File: src/core/brake_seq_pkg.sv
// constants for the holding-brake sequencer: register map, fields, resets, timing
// assumes a 200 MHz core clock and a 32-bit apb register bus
package brake_seq_pkg;
  localparam int unsigned CLK_FREQ_MHZ = 200;
  localparam int unsigned TICK_PERIOD_US = 1000;
  localparam int unsigned TICK_CYCLES = CLK_FREQ_MHZ * TICK_PERIOD_US;
  localparam int unsigned NUM_DO = 4;
  localparam logic [7:0] BRAKE_FUNC_CODE = 8'h8d;
  localparam logic [15:0] STATIC_SPEED_RPM = 16'h0014;
  localparam logic [9:0] ROT_HOLD_MS = 10'h032;
  // register byte offsets
  localparam logic [7:0] DO_FUNC_OFF = 8'h00;
  localparam logic [7:0] DO_LOGIC_OFF = 8'h04;
  localparam logic [7:0] ACCEPT_DLY_OFF = 8'h08;
  localparam logic [7:0] STATIC_DLY_OFF = 8'h0c;
  localparam logic [7:0] SPEED_LIM_OFF = 8'h10;
  localparam logic [7:0] ROT_DLY_OFF = 8'h14;
  localparam logic [7:0] APPLY_OFF = 8'h18;
  localparam logic [7:0] STATUS_OFF = 8'h1c;
  // reset values and ranges
  localparam logic [31:0] DO_FUNC_RST = 32'h0000_0000;
  localparam logic [3:0] DO_LOGIC_RST = 4'h0;
  localparam logic [9:0] ACCEPT_DLY_RST = 10'h0fa;
  localparam logic [9:0] ACCEPT_DLY_MAX = 10'h1f4;
  localparam logic [9:0] STATIC_DLY_RST = 10'h096;
  localparam logic [15:0] SPEED_LIM_RST = 16'h001e;
  localparam logic [15:0] SPEED_LIM_MAX = 16'h0bb8;
  localparam logic [9:0] ROT_DLY_RST = 10'h1f4;
  localparam logic [9:0] DLY_MIN = 10'h001;
  localparam logic [9:0] DLY_MAX = 10'h3e8;
  // status fields
  localparam int unsigned ST_STATE_LSB = 0;
  localparam int unsigned ST_ASSIGNED_BIT = 4;
  localparam int unsigned ST_ACCEPT_BIT = 5;
  localparam int unsigned ST_ENERGIZED_BIT = 6;
  localparam int unsigned ST_RELEASED_BIT = 7;
  localparam int unsigned ST_MOVING_BIT = 8;

  typedef enum logic [2:0] {
    S_OFF = 3'b000,
    S_RELEASE_WAIT = 3'b001,
    S_RUN = 3'b010,
    S_STATIC_HOLD = 3'b011,
    S_ROT_WAIT = 3'b100,
    S_ROT_HOLD = 3'b101,
    S_FAULT = 3'b110
  } seq_state_t;
endpackage

File: src/core/ms_timer_if.sv
// carrier between the sequencer and its millisecond timer
// assumes both ends run on the same core clock
`timescale 1ns/1ps
interface ms_timer_if;
  logic load;
  logic [9:0] load_ms;
  logic done;
  modport ctrl (output load, output load_ms, input done);
  modport tmr (input load, input load_ms, output done);
endinterface

File: src/core/brake_seq.sv
// holding-brake sequencer with apb registers and digital output mapping
// assumes enable, fault and speed come from pins; apb from core-clock logic
// Operation
// - fault always gives free stop, drive removed
// - brake only on outputs coded 141, polarity set
// - instructions accepted after release delay, default 250
// - static: energized for delay after brake off
// - rotating: configurable speed threshold for brake off
// - rotating: max delay enable off to brake
// - no brake output assigned: settings ignored
// - below 20 rpm static, else rotating
// - static stop: brake off now, power later
// - rotating stop follows rotating sequence only
// - assignment applies on restart, delays immediately
// - rotating brake off at threshold or timeout
// - rotating: energized 50 ms after brake off
`timescale 1ns/1ps
module brake_seq
  import brake_seq_pkg::*;
#(
  parameter int unsigned P_TICK_CYCLES = TICK_CYCLES
) (
  input wire logic i_core_clk,
  input wire logic i_rst,
  input wire logic i_psel,
  input wire logic i_penable,
  input wire logic i_pwrite,
  input wire logic [7:0] i_paddr,
  input wire logic [31:0] i_pwdata,
  output logic [31:0] o_prdata,
  output logic o_pready,
  output logic o_pslverr,
  input wire logic i_servo_enable,
  input wire logic i_fault,
  input wire logic [15:0] i_motor_speed_rpm,
  output logic [NUM_DO-1:0] o_brake_release_out,
  output logic o_motor_energize,
  output logic o_instr_accept
);
  function automatic logic is_brake(input logic [7:0] code);
    return code == BRAKE_FUNC_CODE;
  endfunction

  function automatic logic [9:0] clamp10(input logic [31:0] v, input logic [9:0] lo,
                                         input logic [9:0] hi);
    if (v < 32'(lo)) begin
      return lo;
    end else if (v > 32'(hi)) begin
      return hi;
    end
    return v[9:0];
  endfunction

  function automatic logic mapped(input logic [7:0] a);
    return a == DO_FUNC_OFF || a == DO_LOGIC_OFF || a == ACCEPT_DLY_OFF ||
           a == STATIC_DLY_OFF || a == SPEED_LIM_OFF || a == ROT_DLY_OFF ||
           a == APPLY_OFF || a == STATUS_OFF;
  endfunction

  ms_timer_if tm ();

  ms_timer #(.P_TICK_CYCLES(P_TICK_CYCLES)) u_timer (
    .i_core_clk(i_core_clk),
    .i_rst(i_rst),
    .tm(tm)
  );

  // pin synchronisers; speed is sampled twice, a torn word lasts one cycle only
  logic en_m_r, en_s_r, fault_m_r, fault_s_r;
  logic [15:0] spd_m_r, spd_s_r;
  always_ff @(posedge i_core_clk) begin
    en_m_r <= i_servo_enable;
    en_s_r <= en_m_r;
    fault_m_r <= i_fault;
    fault_s_r <= fault_m_r;
    spd_m_r <= i_motor_speed_rpm;
    spd_s_r <= spd_m_r;
  end

  // registers
  logic [31:0] pend_func_r, act_func_r;
  logic [3:0] pend_logic_r, act_logic_r;
  logic [9:0] accept_dly_r, static_dly_r, rot_dly_r;
  logic [15:0] speed_lim_r;
  logic wr_en, apply_pulse;
  seq_state_t state_r, state_nxt;
  logic brake_rel_r;
  logic brake_assigned;
  logic moving;

  assign wr_en = i_psel && i_penable && o_pready && i_pwrite;
  assign apply_pulse = wr_en && i_paddr == APPLY_OFF && i_pwdata[0];
  assign moving = spd_s_r >= STATIC_SPEED_RPM;

  always_ff @(posedge i_core_clk) begin
    if (i_rst) begin
      pend_func_r <= DO_FUNC_RST;
      pend_logic_r <= DO_LOGIC_RST;
    end else if (wr_en && i_paddr == DO_FUNC_OFF) begin
      pend_func_r <= i_pwdata;
    end else if (wr_en && i_paddr == DO_LOGIC_OFF) begin
      pend_logic_r <= i_pwdata[3:0];
    end
  end

  // output assignment only moves into use on the restart command
  always_ff @(posedge i_core_clk) begin
    if (i_rst) begin
      act_func_r <= DO_FUNC_RST;
      act_logic_r <= DO_LOGIC_RST;
    end else if (apply_pulse) begin
      act_func_r <= pend_func_r;
      act_logic_r <= pend_logic_r;
    end
  end

  // timing settings take effect at once, clamped to their ranges
  always_ff @(posedge i_core_clk) begin
    if (i_rst) begin
      accept_dly_r <= ACCEPT_DLY_RST;
      static_dly_r <= STATIC_DLY_RST;
      speed_lim_r <= SPEED_LIM_RST;
      rot_dly_r <= ROT_DLY_RST;
    end else if (wr_en) begin
      if (i_paddr == ACCEPT_DLY_OFF) begin
        accept_dly_r <= clamp10(i_pwdata, 10'h000, ACCEPT_DLY_MAX);
      end
      if (i_paddr == STATIC_DLY_OFF) begin
        static_dly_r <= clamp10(i_pwdata, DLY_MIN, DLY_MAX);
      end
      if (i_paddr == SPEED_LIM_OFF) begin
        speed_lim_r <= (i_pwdata > 32'(SPEED_LIM_MAX)) ? SPEED_LIM_MAX : i_pwdata[15:0];
      end
      if (i_paddr == ROT_DLY_OFF) begin
        rot_dly_r <= clamp10(i_pwdata, DLY_MIN, DLY_MAX);
      end
    end
  end

  always_comb begin
    brake_assigned = 1'b0;
    for (int i = 0; i < NUM_DO; i++) begin
      brake_assigned = brake_assigned | is_brake(act_func_r[8*i +: 8]);
    end
  end

  // apb: one wait state, read data captured on the same edge that pready rises
  always_ff @(posedge i_core_clk) begin
    if (i_rst) begin
      o_pready <= 1'b0;
      o_pslverr <= 1'b0;
      o_prdata <= 32'h0000_0000;
    end else if (i_psel && i_penable && !o_pready) begin
      o_pready <= 1'b1;
      o_pslverr <= !mapped(i_paddr);
      o_prdata <= 32'h0000_0000;
      if (!i_pwrite) begin
        unique case (i_paddr)
          DO_FUNC_OFF: o_prdata <= pend_func_r;
          DO_LOGIC_OFF: o_prdata <= {28'h0000000, pend_logic_r};
          ACCEPT_DLY_OFF: o_prdata <= {22'h000000, accept_dly_r};
          STATIC_DLY_OFF: o_prdata <= {22'h000000, static_dly_r};
          SPEED_LIM_OFF: o_prdata <= {16'h0000, speed_lim_r};
          ROT_DLY_OFF: o_prdata <= {22'h000000, rot_dly_r};
          STATUS_OFF: begin
            o_prdata[ST_STATE_LSB +: 3] <= state_r;
            o_prdata[ST_ASSIGNED_BIT] <= brake_assigned;
            o_prdata[ST_ACCEPT_BIT] <= o_instr_accept;
            o_prdata[ST_ENERGIZED_BIT] <= o_motor_energize;
            o_prdata[ST_RELEASED_BIT] <= brake_rel_r;
            o_prdata[ST_MOVING_BIT] <= moving;
          end
          default: o_prdata <= 32'h0000_0000;
        endcase
      end
    end else begin
      o_pready <= 1'b0;
      o_pslverr <= 1'b0;
    end
  end

  // sequencer
  always_comb begin
    state_nxt = state_r;
    tm.load = 1'b0;
    tm.load_ms = 10'h000;
    if (fault_s_r) begin
      state_nxt = S_FAULT;
    end else begin
      unique case (state_r)
        S_OFF, S_FAULT: begin
          if (en_s_r && state_r == S_OFF) begin
            if (!brake_assigned || accept_dly_r == 10'h000) begin
              state_nxt = S_RUN;
            end else begin
              state_nxt = S_RELEASE_WAIT;
              tm.load = 1'b1;
              tm.load_ms = accept_dly_r;
            end
          end else if (!en_s_r) begin
            state_nxt = S_OFF;
          end
        end
        // enable may drop inside the accept delay: the brake must still clamp before power goes
        S_RELEASE_WAIT, S_RUN: begin
          if (!en_s_r) begin
            if (!brake_assigned) begin
              state_nxt = S_OFF;
            end else if (moving) begin
              state_nxt = S_ROT_WAIT;
              tm.load = 1'b1;
              tm.load_ms = rot_dly_r;
            end else begin
              state_nxt = S_STATIC_HOLD;
              tm.load = 1'b1;
              tm.load_ms = static_dly_r;
            end
          end else if (state_r == S_RELEASE_WAIT && tm.done) begin
            state_nxt = S_RUN;
          end
        end
        S_STATIC_HOLD, S_ROT_WAIT, S_ROT_HOLD: begin
          if (en_s_r) begin
            // brake may be clamped again, so the accept delay starts over
            state_nxt = (accept_dly_r == 10'h000) ? S_RUN : S_RELEASE_WAIT;
            tm.load = 1'b1;
            tm.load_ms = accept_dly_r;
          end else if (state_r == S_ROT_WAIT) begin
            if (spd_s_r <= speed_lim_r || tm.done) begin
              state_nxt = S_ROT_HOLD;
              tm.load = 1'b1;
              tm.load_ms = ROT_HOLD_MS;
            end
          end else if (tm.done) begin
            state_nxt = S_OFF;
          end
        end
        default: state_nxt = S_OFF;
      endcase
    end
  end

  always_ff @(posedge i_core_clk) begin
    if (i_rst) begin
      state_r <= S_OFF;
    end else begin
      state_r <= state_nxt;
    end
  end

  // outputs registered from the next state so they follow the state with no lag
  always_ff @(posedge i_core_clk) begin
    if (i_rst) begin
      brake_rel_r <= 1'b0;
      o_motor_energize <= 1'b0;
      o_instr_accept <= 1'b0;
    end else begin
      brake_rel_r <= state_nxt == S_RELEASE_WAIT || state_nxt == S_RUN ||
                     state_nxt == S_ROT_WAIT;
      o_motor_energize <= state_nxt != S_OFF && state_nxt != S_FAULT;
      o_instr_accept <= state_nxt == S_RUN;
    end
  end

  // unassigned outputs idle low; their other functions live elsewhere
  genvar g;
  generate
    for (g = 0; g < NUM_DO; g++) begin : g_do
      always_ff @(posedge i_core_clk) begin
        if (i_rst) begin
          o_brake_release_out[g] <= 1'b0;
        end else if (is_brake(act_func_r[8*g +: 8])) begin
          o_brake_release_out[g] <= (state_nxt == S_RELEASE_WAIT || state_nxt == S_RUN ||
                                     state_nxt == S_ROT_WAIT) ^ act_logic_r[g];
        end else begin
          o_brake_release_out[g] <= 1'b0;
        end
      end
    end
  endgenerate

  // helper: cycles since brake release began
  logic [31:0] rel_cnt_r;
  always_ff @(posedge i_core_clk) begin
    if (i_rst || !brake_rel_r) begin
      rel_cnt_r <= 32'h0000_0000;
    end else if (rel_cnt_r != 32'hffff_ffff) begin
      rel_cnt_r <= rel_cnt_r + 32'h0000_0001;
    end
  end

  chk_fault_free_stop: assert property (@(posedge i_core_clk) disable iff (i_rst)
    fault_s_r |=> !o_motor_energize && !brake_rel_r && !o_instr_accept)
    else $error("fault did not give free stop");

  chk_unassigned_do_low: assert property (@(posedge i_core_clk) disable iff (i_rst)
    !brake_assigned && $past(!brake_assigned) |-> o_brake_release_out == '0)
    else $error("brake level on unassigned output");

  chk_accept_after_delay: assert property (@(posedge i_core_clk) disable iff (i_rst)
    $rose(o_instr_accept) && brake_assigned && $stable(accept_dly_r)
      |-> rel_cnt_r >= 32'(accept_dly_r) * 32'(P_TICK_CYCLES))
    else $error("instructions accepted before delay");

  chk_static_stop: assert property (@(posedge i_core_clk) disable iff (i_rst)
    (state_r == S_RUN || state_r == S_RELEASE_WAIT) && !en_s_r && !fault_s_r &&
      brake_assigned && !moving
      |=> !brake_rel_r && o_motor_energize ##1 o_motor_energize)
    else $error("static stop sequence wrong");

  chk_rot_sequence: assert property (@(posedge i_core_clk) disable iff (i_rst)
    (state_r == S_RUN || state_r == S_RELEASE_WAIT) && !en_s_r && !fault_s_r &&
      brake_assigned && moving
      |=> brake_rel_r && o_motor_energize && state_r == S_ROT_WAIT)
    else $error("rotating stop not taken");

  chk_rot_release: assert property (@(posedge i_core_clk) disable iff (i_rst)
    state_r == S_ROT_WAIT && !en_s_r && !fault_s_r && (spd_s_r <= speed_lim_r || tm.done)
      |=> !brake_rel_r && state_r == S_ROT_HOLD)
    else $error("rotating brake release missed");

  chk_rot_hold_load: assert property (@(posedge i_core_clk) disable iff (i_rst)
    state_nxt == S_ROT_HOLD && state_r != S_ROT_HOLD |-> tm.load && tm.load_ms == ROT_HOLD_MS)
    else $error("rotating hold not 50 ms");

  chk_no_brake_direct: assert property (@(posedge i_core_clk) disable iff (i_rst)
    state_r == S_OFF && en_s_r && !fault_s_r && !brake_assigned |=> o_instr_accept)
    else $error("unassigned brake still delayed");

  chk_assign_on_apply: assert property (@(posedge i_core_clk) disable iff (i_rst)
    !apply_pulse |=> $stable(act_func_r) && $stable(act_logic_r))
    else $error("assignment changed without restart");

  chk_restart_on_enable: assert property (@(posedge i_core_clk) disable iff (i_rst)
    (state_r == S_STATIC_HOLD || state_r == S_ROT_HOLD) && en_s_r && !fault_s_r
      |-> tm.load && tm.load_ms == accept_dly_r ##1 brake_rel_r && o_motor_energize)
    else $error("sequence not restarted");

  cov_static_stop: cover property (@(posedge i_core_clk) disable iff (i_rst)
    state_r == S_STATIC_HOLD ##1 state_r == S_OFF);
  cov_rot_stop: cover property (@(posedge i_core_clk) disable iff (i_rst)
    state_r == S_ROT_HOLD ##1 state_r == S_OFF);
  cov_fault: cover property (@(posedge i_core_clk) disable iff (i_rst)
    state_r == S_RUN ##1 state_r == S_FAULT);
endmodule // brake_seq

File: src/core/ms_timer.sv
// millisecond countdown: prescaler gives a 1 ms enable, count reloads on demand
// assumes i_rst is synchronous and the load pulse comes from the same clock
`timescale 1ns/1ps
module ms_timer #(
  parameter int unsigned P_TICK_CYCLES = 200000
) (
  input wire logic i_core_clk,
  input wire logic i_rst,
  ms_timer_if.tmr tm
);
  logic [31:0] pre_r;
  logic [9:0] cnt_r;
  logic tick;

  assign tick = (pre_r == 32'(P_TICK_CYCLES - 1));
  assign tm.done = (cnt_r == 10'h000);

  // prescaler restarts on load so a delay is exactly n whole ticks
  always_ff @(posedge i_core_clk) begin
    if (i_rst || tm.load || tick) begin
      pre_r <= 32'h0000_0000;
    end else begin
      pre_r <= pre_r + 32'h0000_0001;
    end
  end

  always_ff @(posedge i_core_clk) begin
    if (i_rst) begin
      cnt_r <= 10'h000;
    end else if (tm.load) begin
      cnt_r <= tm.load_ms;
    end else if (tick && cnt_r != 10'h000) begin
      cnt_r <= cnt_r - 10'h001;
    end
  end
endmodule // ms_timer

File: config.mk
export PLATFORM = sky130hd
export DESIGN_NAME = brake_seq
export DESIGN_NICKNAME = d
export VERILOG_FILES = /design/src/core/brake_seq_pkg.sv /design/src/core/ms_timer_if.sv /design/src/core/brake_seq.sv /design/src/core/ms_timer.sv
export SDC_FILE = /design/constraint.sdc
export NUM_CORES = 1
export LEC_CHECK = 0
export ABC_AREA = 1
export BUFFER_PORTS_ARGS = -buffer_cell sky130_fd_sc_hd__buf_2
export CAP_MARGIN = 20
export CORE_AREA = 2 2 161 203
export CTS_CLUSTER_SIZE = 20
export DETAILED_ROUTE_END_ITERATION = 6
export DIE_AREA = 0 0 163 205
export GPL_TIMING_DRIVEN = 0
export PLACE_DENSITY = 0.49
export SETUP_SLACK_MARGIN = 0.1
export SYNTH_ARGS = -nofsm -noshare
export SYNTH_HDL_FRONTEND = slang
export SYNTH_HIERARCHICAL = 1
export SYNTH_SLANG_ARGS = --single-unit
export TNS_END_PERCENT = 10
File: constraint.sdc
create_clock -name i_core_clk -period 4.1 [get_ports i_core_clk]
set_clock_uncertainty 0.2 [all_clocks]
set_input_delay 0.205 -clock i_core_clk [delete_from_list [all_inputs] [get_ports i_core_clk]]
set_output_delay 0.205 -clock i_core_clk [all_outputs]
set_load 0.005 [all_outputs]
==> metrics.cfg <==
[detailed_routing]
drtIter0Drc = 597
dr.pass1.iters = 7
ant_nets = 0
avgViaCountPerCell = 4.88
drt_wl_total_mm = 35.7
vias = 10400
routedWlPerCell_microns = 16.8
drc = 0

[yosys]
synth_common_cells = nand2_1 (305), dfxtp_1 (240), inv_1 (191)
syn_nets = 1590
yosysWarnings = 6
syn_inst = 1509
synth.ff_latch_count = 240
async_flop_share_pct = 0
syn-cell-area_sq_um = 10900
synth_top_cell_area_share_pct = 44.0
synthDistinctLibCells = 57
synth_edf_count = 0
avgSynthCellArea_sq_um = 7.23
yosysTopAreaCell = dfxtp_1
yosysSeqAreaShare_pct = 44.0
synth.most_common_cell = nand2_1
synth_area_leaders = dfxtp_1 (44%), nand2_1 (10%), inv_1 (6.6%), nor2_1 (6.4%), a21oi_1 (6.1%)
synthFlopType = dfxtp_1

[worst_setup_path]
required_ps = 4340
worstSetupPathType = flip-flop to flip-flop
cp_slowest_cell = clkbuf_1
critPathMaxStageDelay_ps = 340
path_buf_inv = 3
worstPathCellList = inv_1, ha_1, nand2_1, nor2_1, nand2_1, nor2_1, nor2_1, nand2_1, nand2_1, a21oi_1, a211oi_1, nor2_1, clkbuf_1, nor2_1, nand2_2, buf_4, a21oi_1
start_kind = flip-flop
path_common_cell = nor2_1
worst-path-max-fanout = 10
cpLargestDelayFamily = simple AND/OR/NAND/NOR gates
end_kind = flip-flop
cp.arrival_ps = 3450

[final_layout]
layoutNonFillerInstCount = 2122
design_area_sq_um = 13300
antenna_cells = 0
drive_gt1_share_pct = 12.8
multi_input_area_sq_um = 5080
fin_util_pct = 42.3
seqCellArea_sq_um = 4800
synthToLayoutAreaGrowth_pct = 22.3
fillers = 3327
fin_nets = 1775

[global_routing]
grtUsageTotal_pct = 21.3
overflow = 0
grt_pass1_wl_mm = 55.2
first_global_vias = 10100
grt_start_max_net_pins = 14
antenna_found_initial = 0

[placement]
io_buffers = 101
dp.cells = 2022
post_dp_cell_area_sq_um = 11900
hpwl_mm = 27.3
place_congestion = 0.929

[cts]
holdBufCountCts = 55
htree_levels = 1
cts.path.max_buffers = 3
cts_buffers = 27
path_clk_slew_ps = 60
cts-root-buf = clkbuf_16
insertion_delay_ps = 560
postCtsSetupBuffers = 0
post_cts_resized = 0
cts_tree = yes
cts_sinks = 240

[pwr]
p_leak_nw = 5.40
peakVddDrop_mv = 0.312
pwr_density_cell_nw_per_um2 = 384

[die]
core-area_sq_um = 31500
die_w_microns = 163
dieArea_sq_um = 33400
start_util_pct = 34.6
die_h_microns = 205
num_rows = 73
ios = 103

[outcome]
status = completed

[sta]
relSlewSlack_pct = 37.5
fin_setup_tns_ps = 0
timing.hold.ws_ps = 76.4
hold_violations = 0
fin_crit_sh_pct = 78.2
setup_violations = 0
fmax_ghz = 0.312
rsz0062_at_grt = false
period_minus_slack_ps = 3200
worst_pin_slew_ps = 933
slew_viol_final = 0

[job]
maxCapViolations = 0

[min_path]
hold_path.class = input pin to flip-flop

[worst min-delay path: cells and delay by family]
| family | cells | cell delay, ps |
|---|---|---|
| buffers and inverters | 2 | 210 |
| AND/OR/NAND/NOR | 4 | 340 |
[worst paths after layout]
check | startpoint | to | slack, ps | cells after the start
hold reg to reg | spd_m_r[9] | spd_s_r[9] | 120 | 0
setup reg to reg | speed_lim_r[15] | u_timer/pre_r[30] | 900 | 17
setup / recovery | speed_lim_r[15] | u_timer/pre_r[30] | 900 | 17
hold / removal | i_paddr[3] | o_pslverr | 80 | 6
[layout make-up]
cell class | instances | area share (%)
plain buffers | 52 | 1.77
inverters | 209 | 5.88
clock buffers | 40 | 6.18
flip-flops and latches | 240 | 36.0
clock inverters | 5 | 0.253
repair buffers | 156 | 7.92
well taps | 412 | 3.86
multi-input cells | 1008 | 38.1
[registers in the layout, summed over array words and instances (netlist names)]
name and count:
spd_s_r 16, o_instr_accept 1, pend_func_r 32, accept_dly_r 10, u_timer/cnt_r 10, o_brake_release_out 4
state_r 3, fault_s_r 1, o_pready 1, o_pslverr 1, o_prdata 32, u_timer/pre_r 32
act_logic_r 4, brake_rel_r 1, speed_lim_r 16, pend_logic_r 4, en_s_r 1, rot_dly_r 10
en_m_r 1, act_func_r 32, o_motor_energize 1, spd_m_r 16, static_dly_r 10, fault_m_r 1
[stage by stage]
step,power (W),setup slack (ps)
6_report,0.00512,896
5_1_grt,0.00531,582
4_1_cts,0.00518,835
3_5_place_dp,0.00276,851
3_3_place_gp,0.00276,853
2_1_floorplan,0.00264,1640
[cells in the final DEF, fill, tap and decap left out, types with 3 or more instances in the layout]
| master | n |
|---|---|
| buf_2 | 110 |
| nor2_2 | 13 |
| clkbuf_8 | 10 |
| a211oi_1 | 37 |
| nand3_2 | 5 |
| o22ai_1 | 26 |
| inv_1 | 191 |
| dlygate4sd3_1 | 55 |
| clkbuf_16 | 27 |
| nand2_2 | 7 |
| o21ai_1 | 5 |
| nor3_1 | 35 |
| o2111ai_1 | 4 |
| a21oi_1 | 133 |
| clkbuf_1 | 37 |
| nand4_1 | 15 |
| buf_1 | 3 |
| a31oi_1 | 5 |
| clkinv_1 | 3 |
| o31ai_1 | 4 |
| nand3_1 | 67 |
| o221ai_1 | 5 |
| buf_4 | 4 |
| nor4_1 | 6 |
| nand2_1 | 305 |
| or2_2 | 4 |
| xor2_1 | 7 |
| nand2_4 | 3 |
| nor2_1 | 185 |
| o21ai_0 | 69 |
| inv_2 | 15 |
| dfxtp_1 | 240 |
| a221oi_1 | 14 |
| ha_1 | 18 |
[power breakdown]
group | switching [W] | total (W) | internal [W]
Combinational | 0.000226 | 0.000365 | 0.000138
Clock | 0.000991 | 0.00237 | 0.00138
Sequential | 0.0000239 | 0.00239 | 0.00237
[logic make-up after synthesis]
group | count (synthesis) | synth area share [%]
xor gates and xnor gates | 9 | 0.723
buffers and inverters | 261 | 9.36
DFF | 240 | 44.0
and+or+nand+nor | 664 | 26.7
AOI/OAI and AO/OA | 317 | 17.1
adders and majority gates | 18 | 2.06
[layer usage]
layer	vias up	track usage, %	routed length, microns
met3	73	2.33	1440
met2	233	38.1	17700
li1	5344	-	-
met4	0	8.66	1310
met1	4708	26.0	15200
met5	-	0	0
Power figures use the tool's default switching activity.
